**config.mk**
```make
export PLATFORM = sky130hd
export DESIGN_NAME = xy_plotter_axis_drive
export DESIGN_NICKNAME = d
export VERILOG_FILES = /design/src/core/xy_plotter_pkg.sv /design/src/core/cmd_edge_sync.sv /design/src/core/xy_plotter_axis_drive.sv
export SDC_FILE = /design/constraint.sdc
export NUM_CORES = 1
export LEC_CHECK = 0
export BUFFER_PORTS_ARGS = -buffer_cell sky130_fd_sc_hd__buf_2
export CORE_ASPECT_RATIO = 1.75
export CORE_MARGIN = 4
export CORE_UTILIZATION = 28
export CTS_CLUSTER_SIZE = 20
export DETAILED_ROUTE_END_ITERATION = 8
export PLACE_DENSITY = 0.43
export SYNTH_ARGS = -nofsm -noshare
export SYNTH_HDL_FRONTEND = slang
export SYNTH_SLANG_ARGS = --single-unit
export TNS_END_PERCENT = 5
```
**constraint.sdc**
```tcl
create_clock -name core_clk -period 7.2 [get_ports core_clk]
set_input_delay 0.72 -clock core_clk [delete_from_list [all_inputs] [get_ports core_clk]]
set_output_delay 0.72 -clock core_clk [all_outputs]
set_load 0.02 [all_outputs]
```
**src/core/xy_plotter_pkg.sv**
```systemverilog
package xy_plotter_pkg;

  // converter widths
  localparam int unsigned Y_WIDTH = 10;
  localparam int unsigned X_WIDTH = 10;

  // values after reset
  localparam logic [Y_WIDTH-1:0] Y_RESET_CODE = 10'h000;
  localparam logic [X_WIDTH-1:0] X_RESET_CODE = 10'h000;

  // end-of-travel flags after reset: the counter starts at the far left
  localparam logic X_AT_LEFT_RESET  = 1'h1;
  localparam logic X_AT_RIGHT_RESET = 1'h0;

  // horizontal end points of the plot
  localparam logic [X_WIDTH-1:0] X_LEFT_CODE  = 10'h000;
  localparam logic [X_WIDTH-1:0] X_RIGHT_CODE = 10'h3FF;

  // one counting step
  localparam logic [X_WIDTH-1:0] X_STEP = 10'h001;

  // positions of the strobes in the synchroniser bank
  localparam int unsigned CMD_COUNT        = 5;
  localparam int unsigned CMD_Y_STROBE     = 0;
  localparam int unsigned CMD_X_UP         = 1;
  localparam int unsigned CMD_X_DOWN       = 2;
  localparam int unsigned CMD_X_PRESET     = 3;
  localparam int unsigned CMD_X_CLEAR      = 4;

  // strobe levels after reset (idle, deasserted)
  localparam logic CMD_IDLE_LEVEL = 1'b0;

  // sync chain depth before a level is believed
  localparam int unsigned SYNC_STAGES = 3;

  typedef enum logic [2:0] {
    X_OP_HOLD   = 3'h0,
    X_OP_UP     = 3'h1,
    X_OP_DOWN   = 3'h2,
    X_OP_PRESET = 3'h3,
    X_OP_CLEAR  = 3'h4
  } x_op_t;

endpackage : xy_plotter_pkg

```
**src/core/cmd_edge_sync.sv**
```systemverilog
`timescale 1ns/1ps
module cmd_edge_sync (
  // clock and reset
  input  wire logic core_clk,
  input  wire logic srst,
  // asynchronous strobe from the driver board
  input  wire logic strobe_raw,
  // qualified level and its rising edge
  output logic      strobe_level,
  output logic      strobe_rise
);

  logic stage1_reg;
  logic stage2_reg;
  logic stage3_reg;
  logic level_next;

  // stage1 feeds stage2 only
  always_ff @(posedge core_clk) begin
    if (srst) begin
      stage1_reg <= xy_plotter_pkg::CMD_IDLE_LEVEL;
      stage2_reg <= xy_plotter_pkg::CMD_IDLE_LEVEL;
      stage3_reg <= xy_plotter_pkg::CMD_IDLE_LEVEL;
    end else begin
      stage1_reg <= strobe_raw;
      stage2_reg <= stage1_reg;
      stage3_reg <= stage2_reg;
    end
  end

  // a change counts only once two stages agree, so a one-cycle glitch is dropped
  always_comb begin
    level_next = strobe_level;
    if (stage2_reg == stage3_reg) begin
      level_next = stage3_reg;
    end
  end

  always_ff @(posedge core_clk) begin
    if (srst) begin
      strobe_level <= xy_plotter_pkg::CMD_IDLE_LEVEL;
      strobe_rise  <= 1'b0;
    end else begin
      strobe_level <= level_next;
      strobe_rise  <= level_next & ~strobe_level;
    end
  end

endmodule : cmd_edge_sync

```
**src/core/xy_plotter_axis_drive.sv**
```systemverilog
`timescale 1ns/1ps
// Behaviour
// latch each vertical word, hold until next
// step-up command increments 10-bit horizontal counter
// step-down command decrements horizontal counter
// preset command loads far-right position
// return-left command clears counter to far left
// counter drives horizontal converter continuously
// preset all ones; clear beats preset beats count
module xy_plotter_axis_drive (
  // clock and reset
  input  wire logic                                 core_clk,
  input  wire logic                                 srst,
  // vertical data from the display driver
  input  wire logic [xy_plotter_pkg::Y_WIDTH-1:0]   y_word,
  input  wire logic                                 y_strobe,
  // horizontal commands from the display driver
  input  wire logic                                 x_step_up,
  input  wire logic                                 x_step_down,
  input  wire logic                                 x_preset_full,
  input  wire logic                                 x_return_left,
  // converter inputs
  output logic      [xy_plotter_pkg::Y_WIDTH-1:0]   y_dac_code,
  output logic      [xy_plotter_pkg::X_WIDTH-1:0]   x_dac_code,
  // status
  output logic                                      y_update,
  output logic                                      x_update,
  output logic                                      x_at_left,
  output logic                                      x_at_right
);

  // raw and qualified strobes
  logic [xy_plotter_pkg::CMD_COUNT-1:0] cmd_async;
  logic [xy_plotter_pkg::CMD_COUNT-1:0] cmd_rise;

  // vertical word stages and its settled copy
  logic [xy_plotter_pkg::Y_WIDTH-1:0]   y_word_s1_reg;
  logic [xy_plotter_pkg::Y_WIDTH-1:0]   y_word_s2_reg;
  logic [xy_plotter_pkg::Y_WIDTH-1:0]   y_word_s3_reg;
  logic [xy_plotter_pkg::Y_WIDTH-1:0]   y_word_q_reg;

  // horizontal position
  logic [xy_plotter_pkg::X_WIDTH-1:0]   x_count_reg;
  logic [xy_plotter_pkg::X_WIDTH-1:0]   x_count_next;
  xy_plotter_pkg::x_op_t                x_op;

  // resolve coincident commands into one operation;
  // up and down on the same edge cancel rather than pick a winner
  function automatic xy_plotter_pkg::x_op_t pick_op(
    input logic up,
    input logic down,
    input logic preset,
    input logic clear
  );
    xy_plotter_pkg::x_op_t op;
    op = xy_plotter_pkg::X_OP_HOLD;
    if (clear) begin
      op = xy_plotter_pkg::X_OP_CLEAR;
    end else if (preset) begin
      op = xy_plotter_pkg::X_OP_PRESET;
    end else if (up && !down) begin
      op = xy_plotter_pkg::X_OP_UP;
    end else if (down && !up) begin
      op = xy_plotter_pkg::X_OP_DOWN;
    end
    return op;
  endfunction : pick_op

  // next counter value for an operation
  function automatic logic [xy_plotter_pkg::X_WIDTH-1:0] apply_op(
    input xy_plotter_pkg::x_op_t              op,
    input logic [xy_plotter_pkg::X_WIDTH-1:0] count
  );
    logic [xy_plotter_pkg::X_WIDTH-1:0] result;
    result = count;
    case (op)
      xy_plotter_pkg::X_OP_UP: begin
        result = count + xy_plotter_pkg::X_STEP;
      end
      xy_plotter_pkg::X_OP_DOWN: begin
        result = count - xy_plotter_pkg::X_STEP;
      end
      xy_plotter_pkg::X_OP_PRESET: begin
        result = xy_plotter_pkg::X_RIGHT_CODE;
      end
      xy_plotter_pkg::X_OP_CLEAR: begin
        result = xy_plotter_pkg::X_LEFT_CODE;
      end
      default: begin
        result = count;
      end
    endcase
    return result;
  endfunction : apply_op

  // per bit: take the stage value where two stages agree, else keep the old bit
  function automatic logic [xy_plotter_pkg::Y_WIDTH-1:0] settle_bits(
    input logic [xy_plotter_pkg::Y_WIDTH-1:0] older,
    input logic [xy_plotter_pkg::Y_WIDTH-1:0] newer,
    input logic [xy_plotter_pkg::Y_WIDTH-1:0] held
  );
    logic [xy_plotter_pkg::Y_WIDTH-1:0] agree;
    agree = ~(older ^ newer);
    return (older & agree) | (held & ~agree);
  endfunction : settle_bits

  assign cmd_async[xy_plotter_pkg::CMD_Y_STROBE] = y_strobe;
  assign cmd_async[xy_plotter_pkg::CMD_X_UP]     = x_step_up;
  assign cmd_async[xy_plotter_pkg::CMD_X_DOWN]   = x_step_down;
  assign cmd_async[xy_plotter_pkg::CMD_X_PRESET] = x_preset_full;
  assign cmd_async[xy_plotter_pkg::CMD_X_CLEAR]  = x_return_left;

  // each strobe crosses from the driver board on its own chain
  genvar gi;
  generate
    for (gi = 0; gi < xy_plotter_pkg::CMD_COUNT; gi++) begin : g_sync
      cmd_edge_sync u_sync (
        .core_clk     (core_clk),
        .srst         (srst),
        .strobe_raw   (cmd_async[gi]),
        .strobe_level (),
        .strobe_rise  (cmd_rise[gi])
      );
    end
  endgenerate

  // data word passes the same three stages as the strobes; word must be
  // stable from before the strobe until five clocks after it
  always_ff @(posedge core_clk) begin
    if (srst) begin
      y_word_s1_reg <= xy_plotter_pkg::Y_RESET_CODE;
      y_word_s2_reg <= xy_plotter_pkg::Y_RESET_CODE;
      y_word_s3_reg <= xy_plotter_pkg::Y_RESET_CODE;
    end else begin
      y_word_s1_reg <= y_word;
      y_word_s2_reg <= y_word_s1_reg;
      y_word_s3_reg <= y_word_s2_reg;
    end
  end

  // a bit moves only where two stages agree, so one caught mid-change keeps
  // its settled level rather than a half-resolved one
  always_ff @(posedge core_clk) begin
    if (srst) begin
      y_word_q_reg <= xy_plotter_pkg::Y_RESET_CODE;
    end else begin
      y_word_q_reg <= settle_bits(y_word_s3_reg, y_word_s2_reg, y_word_q_reg);
    end
  end

  // vertical holding latch
  always_ff @(posedge core_clk) begin
    if (srst) begin
      y_dac_code <= xy_plotter_pkg::Y_RESET_CODE;
    end else if (cmd_rise[xy_plotter_pkg::CMD_Y_STROBE]) begin
      y_dac_code <= y_word_q_reg;
    end
  end

  // one-clock marker in the cycle the converter takes a new word
  always_ff @(posedge core_clk) begin
    if (srst) begin
      y_update <= 1'b0;
    end else begin
      y_update <= cmd_rise[xy_plotter_pkg::CMD_Y_STROBE];
    end
  end

  // one operation per qualified edge; a held command acts once only
  always_comb begin
    x_op = pick_op(cmd_rise[xy_plotter_pkg::CMD_X_UP],
                   cmd_rise[xy_plotter_pkg::CMD_X_DOWN],
                   cmd_rise[xy_plotter_pkg::CMD_X_PRESET],
                   cmd_rise[xy_plotter_pkg::CMD_X_CLEAR]);
    x_count_next = apply_op(x_op, x_count_reg);
  end

  // cascade counter wraps at the ends, as the ripple chain would;
  // no stop at the ends: preset and clear are the only way to park the pen
  always_ff @(posedge core_clk) begin
    if (srst) begin
      x_count_reg <= xy_plotter_pkg::X_RESET_CODE;
    end else begin
      x_count_reg <= x_count_next;
    end
  end

  // converter code leaves a flop, one clock behind the counter
  always_ff @(posedge core_clk) begin
    if (srst) begin
      x_dac_code <= xy_plotter_pkg::X_RESET_CODE;
    end else begin
      x_dac_code <= x_count_reg;
    end
  end

  // marks the cycle in which the converter code moved; a command that
  // leaves the count where it was raises no marker
  always_ff @(posedge core_clk) begin
    if (srst) begin
      x_update <= 1'b0;
    end else begin
      x_update <= (x_dac_code != x_count_reg);
    end
  end

  // end-of-travel flags change together with the converter code
  always_ff @(posedge core_clk) begin
    if (srst) begin
      x_at_left <= xy_plotter_pkg::X_AT_LEFT_RESET;
    end else begin
      x_at_left <= (x_count_reg == xy_plotter_pkg::X_LEFT_CODE);
    end
  end

  // far-right flag, same timing as the far-left one
  always_ff @(posedge core_clk) begin
    if (srst) begin
      x_at_right <= xy_plotter_pkg::X_AT_RIGHT_RESET;
    end else begin
      x_at_right <= (x_count_reg == xy_plotter_pkg::X_RIGHT_CODE);
    end
  end

endmodule : xy_plotter_axis_drive

```
# == After elaboration in Yosys (flattened, before gate mapping) ==
# Cells that the tools add are included.
# totals
ff_bits,99
latchBits,0
ram_bits,0
rom_bits,0
output_inout_bits,24
elab_cells,81
mem_count,0
# classes
n_addsub,2
mul,0
div_mod_pow,0
n_lt_le_gt_ge,0
n_eq_ne,11
n_shift,0
n_mux,10
n_bitwise,16
n_reduce_logical,6
# ops
operator,count
10-bit one-hot mux with 4 select lines,1
10-bit bitwise AND,2
10-bit inverter,2
10-bit by 1-bit adder with 10-bit output (second input constant),1
10-bit equality test (second input constant),1
10-bit zero test,1
10-bit inequality test,1
10-bit bitwise OR,1
10-bit by 1-bit subtractor with 10-bit output (second input constant),1
10-bit XOR,1
3-bit by 2-bit equality test with 1-bit output (second input constant),2
2-bit two-way mux,3
1-bit bitwise AND,5
1-bit equality test,5
1-bit two-way mux,5
1-bit inverter,5
4-bit nonzero test,1
3-bit by 1-bit equality test with 1-bit output (second input constant),1
3-bit equality test (second input constant),1
3-bit two-way mux,1
1-bit logical AND,2
1-bit zero test,2

# == Depth between registers and ports, before layout ==
# depth
word_depth,8
ltp_mapped,8
depth_no_buf,7

# == Cells and area by module ==
# From an unflattened synthesis, not the netlist that was laid out.
# unflattened
cells_unflattened,329
area_unflattened_um2,3463.3
# by_module_without_submodules
mod,n_inst,cells_each,area_per_inst_um2
xy_plotter_axis_drive,1,269,2718.9
cmd_edge_sync,5,12,148.9

# == Worst setup path before layout ==
# OpenSTA, ideal clock, no wires.
# synth_timing
path_type,register to register
start,register g_sync[4].u_sync.strobe_rise
end,register x_count_reg[6] (netlist bit)
setup_time_ns,0.095
arrival_time_ns,2.454
required_time_ns,7.105
slack_ns,4.651
path_stages_with_launch,9
path_cell_list,dfxtp_1 > clkbuf_1 > nor4b_2 > ha_1 > a211oi_1 > o21bai_1 > a21oi_1 > xor2_1 > a221oi_1
# synth_via
elab_chain_len,3
# synth_rtl
element,line_no,text
start: declaration,cmd_edge_sync.sv:10,output logic strobe_rise
start signal: assignment,cmd_edge_sync.sv:45,strobe_rise <= level_next & ~strobe_level;
3-bit two-way mux (*),xy_plotter_axis_drive.sv:57,if (clear) begin
3-bit equality test (tied with other cells),xy_plotter_axis_drive.sv:76,case (op)
10-bit one-hot mux with 4 select lines / 4-bit nonzero test (equally long branches),--,
end signal: assignment,xy_plotter_axis_drive.sv:182,x_count_reg <= xy_plotter_pkg::X_RESET_CODE;
end signal: assignment,xy_plotter_axis_drive.sv:184,x_count_reg <= x_count_next;
end: declaration,xy_plotter_axis_drive.sv:43,logic [xy_plotter_pkg::X_WIDTH-1:0] x_count_reg;
# Every way passes the cells marked *; elsewhere a longest branch is shown, timed or not.
# A chain may end at the register's enable or synchronous reset.

# == Worst setup path in the final report ==
# layout_timing
start,register g_sync[3].u_sync.strobe_rise
end,register x_count_reg[6] (netlist bit)
# layout_via
elab_chain_len,4
# layout_rtl
element,line_no,text
start: declaration,cmd_edge_sync.sv:10,
start signal: assignment,cmd_edge_sync.sv:45,
2-bit two-way mux (*),xy_plotter_axis_drive.sv:59,end else if (preset) begin
3-bit two-way mux (*),xy_plotter_axis_drive.sv:57,
3-bit equality test (tied with other cells),xy_plotter_axis_drive.sv:76,
10-bit one-hot mux with 4 select lines / 4-bit nonzero test (equally long branches),--,
# Marks and branches as above.

==> results.yml <==
timing:
  slew_headroom_pct: 40.8
  worst_slew_pin_slew_ns: 0.888
  min_period_ns: 2.45
  fin_skew_ns: 0.0111
  grt_setup_unrepaired: "no"
  fin_crit_sh_pct: 34.0
  drv_slew: 0
  timing.fmax_ghz: 0.409
  hold_viol: 0
  fin_setup_tns_ns: 0
  finalSetupViolations: 0
clock_tree:
  clock_sinks: 99
  cts_made_buffers: 9
  clk_latency_ns: 0.35
  hold_buffers: 0
  htreeDepth: 3
  cts_root_buf: "clkbuf_16"
  post_cts_buffers: 0
  cts_resized: 0
  path_clk_slew_ns: 0.08
  cts_tree: "built"
  cts_max_path_buffers: 2
worst_setup_path:
  reg2reg_slack_ns: 4.75
  required_ns: 7.45
  r2r-start: "g_sync[3].u_sync.strobe_rise"
  startpoint: "g_sync[3].u_sync.strobe_rise"
  rr_endpoint: "x_count_reg[6]"
  cp_max_fo: 13
  endpoint: "x_count_reg[6]"
  cp_data_arrival_time_ns: 2.69
  worstSetupEndpointType: "register"
  critical_path_class: "reg2reg"
  startpoint_type: "register"
  reg2regPathDepth: 8
layout:
  stdcell_count: 551
  area_growth_pct: 18.8
  fin_area_um2: 4160
  antenna_cells: 0
  layout_common_cells: "99 x dfxtp_1, 55 x nor2b_1, 40 x buf_2"
  final_common_cell: "dfxtp_1"
  drive_above_1_share_pct: 16.6
  fin_nets: 407
synthesis:
  synth_top_area_share_pct: 56.6
  synth.ff_latch_count: 99
  ys_types: 36
  synthTopCellsByArea: "dfxtp_1 57%, nor2b_1 9.8%, a21oi_1 3.4%"
  synth_area_um2: 3500
  synthArstFlopShare_pct: 0
  ys_warn_count: 0
  avgSynthCellArea_um2: 10.2
  synth-edff-count: 0
  yosys.area.top_type: "dfxtp_1"
  synth-main-ff-cell: "dfxtp_1"
  syn_inst: 343
  ys_seq_area_share_pct: 56.6
  synth_fp_nets: 369
routing:
  drc_errors: 0
  via_per_inst: 4.37
  wire_per_inst_um: 12.7
  highest_layer: "met4"
  via_count: 2406
  ant_nets: 0
  met3WireLength_um: 231
  drt-met1-wl_um: 2920
  wl_um: 7030
  firstDrtPassIters: 4
  drt_iter0_markers: 77
  wl_met2_um: 3580
global_routing:
  grt_use_total_pct: 10.5
  antenna_found_initial: 0
  grt_pass1_wl_um: 11700
  grt_max_degree: 92
  grt_overflow: 0
  grt_pass1_vias: 2382
floorplan:
  io_pins: 41
  num_rows: 53
  die_w_um: 92.5
  die_area_um2: 14400
  coreArea_um2: 12100
  start_util_pct: 28.9
  chipHeight_um: 156
placed_design:
  io_buffers: 40
  hpwl_um: 4920
  gp_congestion: 0.828
  dp.cells: 535
  postPlaceCellArea_um2: 3870
outcome:
  status: "finished clean"
power:
  ir_drop_mv: 0.107
  power_mw: 1.06
  p_per_area_nw_per_um2: 255
  leakagePower_nw: 1.71
hold_path:
  holdCritPathClass: "reg2reg"
run:
  maxCapViolations: 0
[area by class of cell]
class                           count  area [µm²]
Clock buffer                        9         225
Clock inverter                      7        70.1
Fill cell                        1273        7970
Inverter                            4        15.0
Multi-Input combinational cell    225        1450
Sequential cell                    99        1980
Tap cell                          165         206
Timing Repair Buffer               42         215
[kinds of logic (layout without fill, tap and decap cells)]
kind of cell               count (synthesis)  in the layout  share of synthesized area [%]
buffers and inverters                     19             62                           2.07
AOI/OAI and AO/OA                         67             67                           11.6
and+or+nand+nor                          120            120                           18.7
adders and majority gates                  9              9                           3.43
muxes                                     10             10                           2.86
DFF                                       99             99                           56.6
xor gates and xnor gates                  19             19                           4.75
[worst max-delay path, cell delays in order, from the launching register on]
cell and delay [ns]:
dfxtp_1 0.59, nor4b_2 0.10, buf_4 0.20, fa_1 0.43, a211oi_1 0.38, o21bai_1 0.12
a21oi_1 0.18, xor2_1 0.09, a221oi_1 0.25
[metrics by stage]
step / setup slack, ns / util, % / hold slack [ns]
6_report: 4.75 / 34.3 / 0.434
5_1_grt: 4.47 / 34.3 / 0.456
4_1_cts: 4.74 / 34.3 / 0.440
3_5_place_dp: 4.78 / 31.9 / 0.421
3_3_place_gp: 4.83 / 31.9 / 0.416
2_1_floorplan: 4.65 / - / 0.414
[synth_stat cells, drive strengths merged (2+ instances only)]
master,number
ha,8
nor2b,55
o21bai,2
mux2i,10
a211oi,3
dfxtp,99
a31oi,3
nor2,20
o21ai,21
inv,4
or2,2
a41oi,2
nor4,5
clkbuf,9
o211ai,3
buf,6
xor2,12
xnor2,7
a21oi,24
nand2b,3
nor3b,3
a21o,3
nand2,19
a221oi,3
nor3,9
[layer usage]
layer,GRT usage (%),vias to the layer above
li1,-,1241
met1,11.2,1107
met2,17.9,40
met3,3.19,18
met4,6.66,0
met5,0,-
[power breakdown]
| part | internal, mW | switching, mW |
|---|---|---|
| clock network | 0.243 | 0.223 |
| registers | 0.560 | 0.00588 |
| logic | 0.0137 | 0.0163 |
[how the worst min path moves through the flow]
| stage | to | depth (start not counted) | start | slack (ns) |
|---|---|---|---|---|
| 5_1_grt | g_sync[2].u_sync.stage2_reg | 1 | g_sync[2].u_sync.stage1_reg | 0.46 |
| 4_1_cts | g_sync[2].u_sync.stage2_reg | 1 | g_sync[2].u_sync.stage1_reg | 0.44 |
| 3_3_place_gp | y_word_s2_reg[8] | 1 | y_word_s1_reg[8] | 0.42 |
| 2_1_floorplan | g_sync[0].u_sync.stage2_reg | 1 | g_sync[0].u_sync.stage1_reg | 0.41 |
| 3_5_place_dp | y_word_s2_reg[2] | 1 | y_word_s1_reg[2] | 0.42 |
| 6_report | g_sync[2].u_sync.stage2_reg | 1 | g_sync[2].u_sync.stage1_reg | 0.43 |
(Power assumes the default switching activity.)
